==> config.mk <==
export PLATFORM = sky130hd
export DESIGN_NAME = sbta_arbiter
export DESIGN_NICKNAME = d
export VERILOG_FILES = /design/src/rtl/sbta_pkg.sv /design/src/rtl/sbta_arbiter.sv
export VERILOG_INCLUDE_DIRS = /design/src /design/src/rtl
export SDC_FILE = /design/constraint.sdc
export NUM_CORES = 1
export LEC_CHECK = 0
export BUFFER_PORTS_ARGS = -buffer_cell sky130_fd_sc_hd__buf_2
export CAP_MARGIN = 20
export CORE_UTILIZATION = 45
export CTS_CLUSTER_DIAMETER = 60
export DETAILED_ROUTE_END_ITERATION = 8
export GPL_TIMING_DRIVEN = 0
export PLACE_DENSITY = 0.66
export SETUP_SLACK_MARGIN = 0.3
export SYNTH_ARGS = -nofsm -noshare
export SYNTH_HDL_FRONTEND = slang
export SYNTH_SLANG_ARGS = --single-unit
==> constraint.sdc <==
create_clock -name hclk -period 11.16 [get_ports hclk]
set_input_delay 1.116 -clock hclk [delete_from_list [all_inputs] [get_ports hclk]]
set_output_delay 1.116 -clock hclk [all_outputs]
set_load 0.02 [all_outputs]
==> src/rtl/sbta_map.svh <==
// Function
// - After reset the CPU master wins ties and outranks the other two masters.
// - Each master has a programmable priority level; 15 is the top rank.
// - Token scheme guarantees bandwidth; unused share goes to other requesters.
// - Every refresh period start loads each token counter with its weight.
// - Refresh period length in clock cycles comes from a programmable setting.
// - Each cycle a master holds the bus its token counter drops by one.
// - Masters with tokens always beat masters without tokens.
// - Within each token group, programmed priority levels pick the winner.
// - A weight of zero means tokens never run out.
// - Chip registers are 32 bits; only word accesses; bursts accepted.
// - Chip-register writes are posted into a one-word buffer, releasing the bus.
// - A register write meeting a full buffer stalls the bus until it drains.
// - A chip-register read stalls the bus until read data returns.
// - A register read after a write waits until the buffered write completes.
// - Subrange at 0x70000000 is local, fast, few-cycle registers.
// - Subrange at 0x71000000 goes to the switch register bus, with fast targets.
// - Flash window reads start flash reads; flash writes are refused.
// - DRAM window accesses go to the DDR3 memory controller.
// - PCIe window accesses become outbound PCIe reads and writes.
`ifndef SBTA_MAP_SVH
`define SBTA_MAP_SVH
`define SBTA_OFS_PRIO_CPU    6'h00
`define SBTA_OFS_PRIO_PCIE   6'h04
`define SBTA_OFS_PRIO_BRIDGE 6'h08
`define SBTA_OFS_TOKEN_EN    6'h0C
`define SBTA_OFS_PERIOD      6'h10
`define SBTA_OFS_CPU_TOKEN_WEIGHT      6'h14
`define SBTA_OFS_PCIE_TOKEN_WEIGHT     6'h18
`define SBTA_OFS_WT_BRIDGE   6'h1C
`define SBTA_OFS_STATUS      6'h20
`define SBTA_OFS_TOK_CPU     6'h24
`define SBTA_OFS_TOK_PCIE    6'h28
`define SBTA_OFS_TOK_BRIDGE  6'h2C
`define SBTA_RST_PRIO_CPU    4'h2
`define SBTA_RST_PRIO_PCIE   4'h1
`define SBTA_RST_PRIO_BRIDGE 4'h0
`define SBTA_RST_PERIOD      16'h0800
`define SBTA_BASE_FLASH      4'h4
`define SBTA_BASE_CHIPREG    4'h7
`define SBTA_SUB_LOCAL       4'h0
`define SBTA_SUB_SWITCH      4'h1
`define SBTA_FAST_SW_LO      8'h00
`define SBTA_FAST_SW_HI      8'h01
`endif

==> src/rtl/sbta_pkg.sv <==
package sbta_pkg;
   localparam int SBTA_NMST = 3;
   localparam int SBTA_TW   = 16;

   typedef enum logic [2:0] {
      SBTA_S_IDLE = 3'b001,
      SBTA_S_HOLD = 3'b010,
      SBTA_S_WAIT = 3'b100
   } sbta_fsm_t;

   typedef enum logic [2:0] {
      SBTA_T_NONE    = 3'h0,
      SBTA_T_LOCAL   = 3'h1,
      SBTA_T_SW_FAST = 3'h2,
      SBTA_T_SW_SLOW = 3'h3,
      SBTA_T_FLASH   = 3'h4,
      SBTA_T_DRAM    = 3'h5,
      SBTA_T_PCIE    = 3'h6
   } sbta_tgt_t;

   typedef struct packed {
      logic        valid;
      logic        write;
      logic [31:0] addr;
      logic [31:0] wdata;
   } sbta_mreq_t;

   typedef struct packed {
      logic        done;
      logic        err;
      logic [31:0] rdata;
   } sbta_mrsp_t;

   typedef struct packed {
      logic        valid;
      sbta_tgt_t   tgt;
      logic        write;
      logic [31:0] addr;
      logic [31:0] wdata;
   } sbta_treq_t;

   typedef struct packed {
      logic        ack;
      logic [31:0] rdata;
   } sbta_trsp_t;
endpackage

==> src/rtl/sbta_arbiter.sv <==
`include "sbta_map.svh"

module sbta_arbiter (
   input  wire logic                               hclk,
   input  wire logic                               hresetn,
   input  wire logic                               hsel,
   input  wire logic [31:0]                        haddr,
   input  wire logic [1:0]                         htrans,
   input  wire logic                               hwrite,
   input  wire logic [2:0]                         hsize,
   input  wire logic                               hready,
   input  wire logic [31:0]                        hwdata,
   output logic                                    hreadyout,
   output logic                                    hresp,
   output logic [31:0]                             hrdata,
   input  wire sbta_pkg::sbta_mreq_t [2:0]         mreq,
   output sbta_pkg::sbta_mrsp_t [2:0]              mrsp,
   output logic [2:0]                              grant,
   output sbta_pkg::sbta_treq_t                    treq,
   input  wire sbta_pkg::sbta_trsp_t               trsp
);
   import sbta_pkg::*;

   typedef struct packed {
      sbta_fsm_t                   fsm;
      logic [1:0]                  owner;
      sbta_mreq_t                  cur;
      logic                        wb_valid;
      sbta_tgt_t                   wb_tgt;
      logic [31:0]                 wb_addr;
      logic [31:0]                 wb_data;
      logic                        tp_busy;
      logic                        tp_from_wb;
      sbta_treq_t                  treq;
      logic [2:0]                  grant;
      sbta_mrsp_t [2:0]            mrsp;
      logic [2:0][3:0]             prio;
      logic                        token_en;
      logic [SBTA_TW-1:0]          period;
      logic [2:0][SBTA_TW-1:0]     weight;
      logic [2:0][SBTA_TW-1:0]     tokens;
      logic [SBTA_TW-1:0]          rcnt;
      logic                        wr_pend;
      logic [5:0]                  wr_ofs;
      logic                        hreadyout;
      logic [31:0]                 hrdata;
   } sbta_state_t;

   sbta_state_t st_r;
   sbta_state_t st_nxt;

   // Region decode of a word address; NONE means unmapped
   function automatic sbta_tgt_t decode(input logic [31:0] a);
      sbta_tgt_t t;
      t = SBTA_T_NONE;
      if (a[31:30] == 2'b00) begin
         t = SBTA_T_DRAM;
      end else if (a[31:28] == `SBTA_BASE_FLASH) begin
         t = SBTA_T_FLASH;
      end else if (a[31:28] == `SBTA_BASE_CHIPREG) begin
         if (a[27:24] == `SBTA_SUB_LOCAL) begin
            t = SBTA_T_LOCAL;
         end else if (a[27:24] == `SBTA_SUB_SWITCH) begin
            if (a[23:16] == `SBTA_FAST_SW_LO || a[23:16] == `SBTA_FAST_SW_HI) begin
               t = SBTA_T_SW_FAST;
            end else begin
               t = SBTA_T_SW_SLOW;
            end
         end
      end else if (a[31:30] == 2'b10) begin
         t = SBTA_T_DRAM;
      end else if (a[31:30] == 2'b11) begin
         t = SBTA_T_PCIE;
      end
      return t;
   endfunction

   function automatic logic is_chipreg(input sbta_tgt_t t);
      return (t == SBTA_T_LOCAL) || (t == SBTA_T_SW_FAST) || (t == SBTA_T_SW_SLOW);
   endfunction

   function automatic logic [31:0] reg_read(input sbta_state_t s, input logic [5:0] ofs);
      logic [31:0] d;
      d = 32'h0000_0000;
      case (ofs)
         `SBTA_OFS_PRIO_CPU:    d = {28'h0000000, s.prio[0]};
         `SBTA_OFS_PRIO_PCIE:   d = {28'h0000000, s.prio[1]};
         `SBTA_OFS_PRIO_BRIDGE: d = {28'h0000000, s.prio[2]};
         `SBTA_OFS_TOKEN_EN:    d = {31'h00000000, s.token_en};
         `SBTA_OFS_PERIOD:      d = {16'h0000, s.period};
         `SBTA_OFS_CPU_TOKEN_WEIGHT:      d = {16'h0000, s.weight[0]};
         `SBTA_OFS_PCIE_TOKEN_WEIGHT:     d = {16'h0000, s.weight[1]};
         `SBTA_OFS_WT_BRIDGE:   d = {16'h0000, s.weight[2]};
         `SBTA_OFS_STATUS:      d = {22'h000000, s.grant, s.fsm, s.tp_busy, s.wb_valid,
                                     s.owner};
         `SBTA_OFS_TOK_CPU:     d = {16'h0000, s.tokens[0]};
         `SBTA_OFS_TOK_PCIE:    d = {16'h0000, s.tokens[1]};
         `SBTA_OFS_TOK_BRIDGE:  d = {16'h0000, s.tokens[2]};
         default:               d = 32'h0000_0000;
      endcase
      return d;
   endfunction

   logic [2:0]  has_tok;
   logic [4:0]  score [3];
   logic [4:0]  best_score;
   logic [1:0]  best;
   logic        found;
   sbta_tgt_t   cur_tgt;
   logic        refresh;

   always_comb begin
      st_nxt = st_r;
      best_score = 5'h00;
      best = 2'd0;
      found = 1'b0;
      for (int i = 0; i < SBTA_NMST; i++) begin
         st_nxt.mrsp[i].done = 1'b0;
         st_nxt.mrsp[i].err = 1'b0;
         has_tok[i] = (st_r.weight[i] == '0) || (st_r.tokens[i] != '0);
         // Token group bit sits above the priority level
         score[i] = {(st_r.token_en ? has_tok[i] : 1'b1), st_r.prio[i]};
      end

      // Strict compare keeps the lower index on ties: CPU, then PCIe, then bridge
      for (int i = 0; i < SBTA_NMST; i++) begin
         // A master still showing its done pulse has not yet dropped its request
         if (mreq[i].valid && !st_r.mrsp[i].done &&
             (!found || score[i] > best_score)) begin
            found = 1'b1;
            best = 2'(i);
            best_score = score[i];
         end
      end

      // Refresh counter and token accounting
      refresh = ({1'b0, st_r.rcnt} + 17'h00001) >= {1'b0, st_r.period};
      if (refresh) begin
         st_nxt.rcnt = '0;
         st_nxt.tokens = st_r.weight;
      end else begin
         st_nxt.rcnt = st_r.rcnt + 16'h0001;
         if (st_r.fsm != SBTA_S_IDLE && st_r.tokens[st_r.owner] != '0) begin
            st_nxt.tokens[st_r.owner] = st_r.tokens[st_r.owner] - 16'h0001;
         end
      end

      // Target port completion
      if (st_r.tp_busy && trsp.ack) begin
         st_nxt.tp_busy = 1'b0;
         st_nxt.treq.valid = 1'b0;
         if (st_r.tp_from_wb) begin
            st_nxt.wb_valid = 1'b0;
         end else if (st_r.fsm == SBTA_S_WAIT) begin
            st_nxt.mrsp[st_r.owner].done = 1'b1;
            st_nxt.mrsp[st_r.owner].rdata = trsp.rdata;
            st_nxt.fsm = SBTA_S_IDLE;
            st_nxt.grant = 3'b000;
         end
      end

      cur_tgt = decode(st_r.cur.addr);
      case (st_r.fsm)
         SBTA_S_IDLE: begin
            if (found) begin
               st_nxt.owner = best;
               st_nxt.cur = mreq[best];
               st_nxt.grant = 3'b001 << best;
               st_nxt.fsm = SBTA_S_HOLD;
            end
         end
         SBTA_S_HOLD: begin
            if (cur_tgt == SBTA_T_NONE || (cur_tgt == SBTA_T_FLASH && st_r.cur.write)) begin
               st_nxt.mrsp[st_r.owner].done = 1'b1;
               st_nxt.mrsp[st_r.owner].err = 1'b1;
               st_nxt.fsm = SBTA_S_IDLE;
               st_nxt.grant = 3'b000;
            end else if (is_chipreg(cur_tgt) && st_r.cur.write) begin
               // Bus stays held while an earlier posted write is pending
               if (!st_nxt.wb_valid) begin
                  st_nxt.wb_valid = 1'b1;
                  st_nxt.wb_tgt = cur_tgt;
                  st_nxt.wb_addr = {st_r.cur.addr[31:2], 2'b00};
                  st_nxt.wb_data = st_r.cur.wdata;
                  st_nxt.mrsp[st_r.owner].done = 1'b1;
                  st_nxt.fsm = SBTA_S_IDLE;
                  st_nxt.grant = 3'b000;
               end
            end else if (!st_nxt.wb_valid && !st_r.tp_busy) begin
               st_nxt.treq.valid = 1'b1;
               st_nxt.treq.tgt = cur_tgt;
               st_nxt.treq.write = st_r.cur.write;
               st_nxt.treq.addr = {st_r.cur.addr[31:2], 2'b00};
               st_nxt.treq.wdata = st_r.cur.wdata;
               st_nxt.tp_busy = 1'b1;
               st_nxt.tp_from_wb = 1'b0;
               st_nxt.fsm = SBTA_S_WAIT;
            end
         end
         SBTA_S_WAIT: begin
            st_nxt.fsm = st_nxt.fsm;
         end
         default: begin
            st_nxt.fsm = SBTA_S_IDLE;
            st_nxt.grant = 3'b000;
         end
      endcase

      // Drain the posted write once the target port is free
      if (st_r.wb_valid && !st_r.tp_busy && !st_nxt.tp_busy) begin
         st_nxt.treq.valid = 1'b1;
         st_nxt.treq.tgt = st_r.wb_tgt;
         st_nxt.treq.write = 1'b1;
         st_nxt.treq.addr = st_r.wb_addr;
         st_nxt.treq.wdata = st_r.wb_data;
         st_nxt.tp_busy = 1'b1;
         st_nxt.tp_from_wb = 1'b1;
      end

      // AHB-Lite data phase of a write
      if (st_r.wr_pend) begin
         case (st_r.wr_ofs)
            `SBTA_OFS_PRIO_CPU:    st_nxt.prio[0] = hwdata[3:0];
            `SBTA_OFS_PRIO_PCIE:   st_nxt.prio[1] = hwdata[3:0];
            `SBTA_OFS_PRIO_BRIDGE: st_nxt.prio[2] = hwdata[3:0];
            `SBTA_OFS_TOKEN_EN:    st_nxt.token_en = hwdata[0];
            `SBTA_OFS_PERIOD:      st_nxt.period = hwdata[15:0];
            `SBTA_OFS_CPU_TOKEN_WEIGHT:      st_nxt.weight[0] = hwdata[15:0];
            `SBTA_OFS_PCIE_TOKEN_WEIGHT:     st_nxt.weight[1] = hwdata[15:0];
            `SBTA_OFS_WT_BRIDGE:   st_nxt.weight[2] = hwdata[15:0];
            default:               st_nxt.wr_pend = 1'b0;
         endcase
      end

      // AHB-Lite address phase; reads see a write completing in the same cycle
      st_nxt.wr_pend = 1'b0;
      st_nxt.hreadyout = 1'b1;
      if (hsel && htrans[1] && hready) begin
         if (hwrite) begin
            // Writes above the register block are dropped, not aliased
            st_nxt.wr_pend = (haddr[31:6] == 26'h0000000);
            st_nxt.wr_ofs = {haddr[5:2], 2'b00};
         end else begin
            st_nxt.hrdata = (haddr[31:6] == 26'h0000000) ?
                            reg_read(st_nxt, {haddr[5:2], 2'b00}) : 32'h0000_0000;
         end
      end
   end

   always_ff @(posedge hclk or negedge hresetn) begin
      if (!hresetn) begin
         st_r <= '0;
         st_r.fsm <= SBTA_S_IDLE;
         st_r.prio <= {`SBTA_RST_PRIO_BRIDGE, `SBTA_RST_PRIO_PCIE, `SBTA_RST_PRIO_CPU};
         st_r.period <= `SBTA_RST_PERIOD;
         st_r.hreadyout <= 1'b1;
      end else begin
         st_r <= st_nxt;
      end
   end

   assign hreadyout = st_r.hreadyout;
   assign hresp     = 1'b0;
   assign hrdata    = st_r.hrdata;
   assign mrsp      = st_r.mrsp;
   assign grant     = st_r.grant;
   assign treq      = st_r.treq;

endmodule

==> out/summary.md <==
Max-cap violations in this run came to 0. The library cell used as clock root buffer is sky130_fd_sc_hd__clkbuf_16. For the signal arrival time at the worst endpoint, the log shows 8.57 ns. From left edge to right edge, the die measures 235 microns. DRC marker count from the first detailed-route iteration: 2143. The run gives 0.000142 V as the worst IR drop on VDD. The final number of setup-violating endpoints came out at 0. The commonest cells after synthesis are sky130_fd_sc_hd__dfrtp_1 (466), sky130_fd_sc_hd__nand2_1 (411), sky130_fd_sc_hd__nor2_1 (228). The critical path contains buffers and inverters numbering 6 combined. For this run, the leading register cell type out of synthesis is sky130_fd_sc_hd__dfrtp_1.

The residual DRC count is 0, and the post-route clock skew is 0.0398 ns. The floorplan step defined a die boundary enclosing 55300 sq um. The run finished with clean final reports.

The synthesized netlist contains 83 unique library cells. In this run the worst hold path is classified as in -> async. The proportion of register bits with asynchronous set or reset after synthesis came out at 100%. The first detailed-routing pass took 7 iterations. The critical-path cell with the highest stage delay was sky130_fd_sc_hd__o41ai_1. The smallest clock period supported by the final layout is computed as 8.09 ns. The slack of the critical path is 3.07 ns, and the count of standard-cell rows is 85. Across all layers, the routed design uses 21200 vias.

The antenna violation net count after detailed routing is 0. The cell count after synthesis came out at 2505. The critical path goes through or4b_2, nor3_1, nand4_1, o41ai_1, ha_1, and4_1, a31oi_1, o31a_1, clkbuf_1, buf_8, clkbuf_1, buf_8, mux2_2, ha_1, nor2b_1, o21ai_0, a32oi_1, o21a_1, clkbuf_1, clkbuf_1, nor2_1, a21oi_1, o21ai_0. For the peak clock frequency supported by timing, the log shows 124 MHz.

The worst setup path is of the reg -> reg kind. Setup repair after global routing left no endpoint under its margin. The critical path launch point type was a flip-flop.

The post-synthesis instance area is 24500 sq um, and the mean cell area of the mapped netlist is 9.77 sq um. Gates resized during post-CTS repair numbered 0. Destination of the worst register-to-register timing path: st_r[441]. Once the clock tree was built, the setup fixing pass inserted 0 buffers. Wires add up to 84100 microns. Cell taking the most area after synthesis: sky130_fd_sc_hd__dfrtp_1. For flop-to-flop paths, the worst setup slack is 3.07 ns. The number of I/O port buffers came out at 462.

At the end of the flow, the number of nets in the layout was 3381. The weighted congestion at the end of routability-driven global placement came out at 0.964. The first global-routing pass estimated 127000 microns of wire.

Power spread over the standard cell area amounts to 210 nW/um^2. In the post-synthesis netlist, the cell with the most instances is sky130_fd_sc_hd__dfrtp_1. For the number of antenna violations at the first check in global routing, the log shows 5. The slew at the pin closest to its max-slew limit came out at 1.12 ns. From synthesis to final layout, the design area changed by 21.7%.

In this run the tightest slew margin relative to its limit is 24.5%. The share of synthesized area in the top cell type comes to 47.6%. The worst register-to-register path has a depth of 23. Dividing the final minimum period by the clock period gives 72.5%.

Sorting the synthesized cells by area gives the leading types as sky130_fd_sc_hd__dfrtp_1 (48%), sky130_fd_sc_hd__mux2_2 (7.1%), sky130_fd_sc_hd__buf_4 (6.5%). Entering global routing, the biggest net connects 123 pins. The maximum buffer depth of the clock tree was 3; the maximum fanout encountered on the critical timing path was 10.

The HPWL after detailed placement is 63500 microns. Adding up every negative setup slack in the final design gives 0 ns. The worst register-to-register path begins at st_r[168].

The kind of cell adding the most delay to the critical path was buffers and inverters. The category of the worst setup path capture point was a flip-flop. The worst-case setup slack after placement is 3.22 ns.

For this design, the sink count on the clock tree is 470. The initial utilization of the core area, before any placement, comes to 45.5%. The later pin in the worst-skew pair is clocked with a latency of 0.63 ns. TritonCTS built the clock tree.

The analysis attributes to cell leakage a power of 15.2 nW. Worst hold margin: 0.368 ns. The run gives 513 as the number of ports placed on the die boundary. Data required time of the critical path: 11.64 ns. The clock-pin transition on the worst setup and hold timing paths is 0.06 ns.

The number of buffers inserted during clock tree synthesis is 54. Cells with a size suffix above 1 make up 31.1% of the layout. For the final count of pins violating max slew, the log shows 0.

The fraction of the yosys area taken by sequential cells is 48.1%. Yosys printed 0 warnings. The routed via count divided by cell count is 5.59. The via count of the first global-routing pass was 21000; the deepest level of the CTS H-tree was 2.

The floorplan step defined a core boundary enclosing 53800 sq um. Total power for the finished layout comes to 6.26 mW. In this run, post-CTS hold repair placed 0 buffers. The floorplan step set the die height to 235 microns.

The hold violation count in the final report is 0. The final antenna diode count was 0; the largest incremental delay on the critical path was 0.93 ns. The flip-flop and latch count after synthesis is 470. The overflow left after global routing was 0. The wire length per cell after detailed routing works out to 22.2 microns.

The library cell appearing most often on the critical path was sky130_fd_sc_hd__clkbuf_1. Count of flip-flops with a built-in enable after synthesis: 0. For this run, the total global-route usage over all layers was measured as 30.0%.
-- cells by family (layout without fill, tap and decap cells) --
| kind of cell | count (synthesis) | count (layout) | synth area share [%] |
|---|---|---|---|
| compound gates | 476 | 476 | 12.8 |
| xor+xnor | 30 | 30 | 1.07 |
| fa+ha+maj | 28 | 28 | 1.43 |
| buf+inv | 383 | 951 | 9.34 |
| flops | 470 | 470 | 48.1 |
| mux | 280 | 280 | 12.2 |
| other cells | 2 | 20 | 0.0307 |
| simple gates | 836 | 836 | 15.0 |
-- power by group --
part           internal (mW)  leakage, nW  total [mW]  switching (mW)
logic                  0.785         8.21        1.98            1.20
registers               2.10         6.05        2.38           0.283
clock network           1.16        0.944        1.90           0.743
-- worst max path at each step --
stage,startpoint,to,slack (ns),cells after the start
floorplan,st_r[82],st_r[439],5.86,21
global placement,hresetn,mrsp[18],-0.52,1
detailed placement,st_r[168],st_r[441],3.22,23
CTS,st_r[168],st_r[441],3.20,23
global route,st_r[168],st_r[441],2.81,23
finish,st_r[168],st_r[441],3.07,23
-- cells in the final DEF, fill, tap and decap left out, types with 16 or more instances in the layout --
master	count
sky130_fd_sc_hd__a21oi_1	140
sky130_fd_sc_hd__a221oi_1	21
sky130_fd_sc_hd__a22oi_1	22
sky130_fd_sc_hd__a31oi_1	61
sky130_fd_sc_hd__and2_1	27
sky130_fd_sc_hd__buf_1	16
sky130_fd_sc_hd__buf_2	468
sky130_fd_sc_hd__buf_4	213
sky130_fd_sc_hd__clkbuf_1	121
sky130_fd_sc_hd__clkbuf_16	55
sky130_fd_sc_hd__conb_1	20
sky130_fd_sc_hd__dfrtp_1	466
sky130_fd_sc_hd__ha_1	28
sky130_fd_sc_hd__inv_1	30
sky130_fd_sc_hd__mux2_2	154
sky130_fd_sc_hd__mux2i_1	126
sky130_fd_sc_hd__nand2_1	411
sky130_fd_sc_hd__nand2b_1	20
sky130_fd_sc_hd__nand3_1	30
sky130_fd_sc_hd__nor2_1	228
sky130_fd_sc_hd__nor2b_1	17
sky130_fd_sc_hd__nor4_1	29
sky130_fd_sc_hd__o21ai_0	65
sky130_fd_sc_hd__o22ai_1	42
sky130_fd_sc_hd__xnor2_1	17
-- through the flow --
stage                     instances  util (%)  instance area, sq um
after detailed placement       3688      51.8                 27900
after CTS                      3787      55.4                 29800
after global placement         3681      51.5                 27700
after floorplan                2523         -                 24600
after global routing           3787      55.4                 29800
final                          3787      55.4                 29800
-- area by class of cell --
| class | count | area, sq um |
|---|---|---|
| clock buffers | 71 | 1510 |
| well taps | 696 | 871 |
| repair buffers | 469 | 2470 |
| plain buffers | 353 | 2170 |
| fillers | 4796 | 24000 |
| multi-input cells | 1670 | 10500 |
| flip-flops and latches | 470 | 11800 |
| clock inverters | 28 | 394 |
| inverters | 30 | 113 |
-- metal layers --
layer	global-route usage [%]	wire length (microns)
met4	13.5	3700
met2	48.8	39100
met3	5.37	5960
met5	0	35
met1	39.0	35300
-- state kept, by name, summed over array words and instances (netlist names) --
register and cells:
hrdata 16, mrsp 102, score 12, grant 3
treq 67, st_r 270
Power figures use the tool's default switching activity.
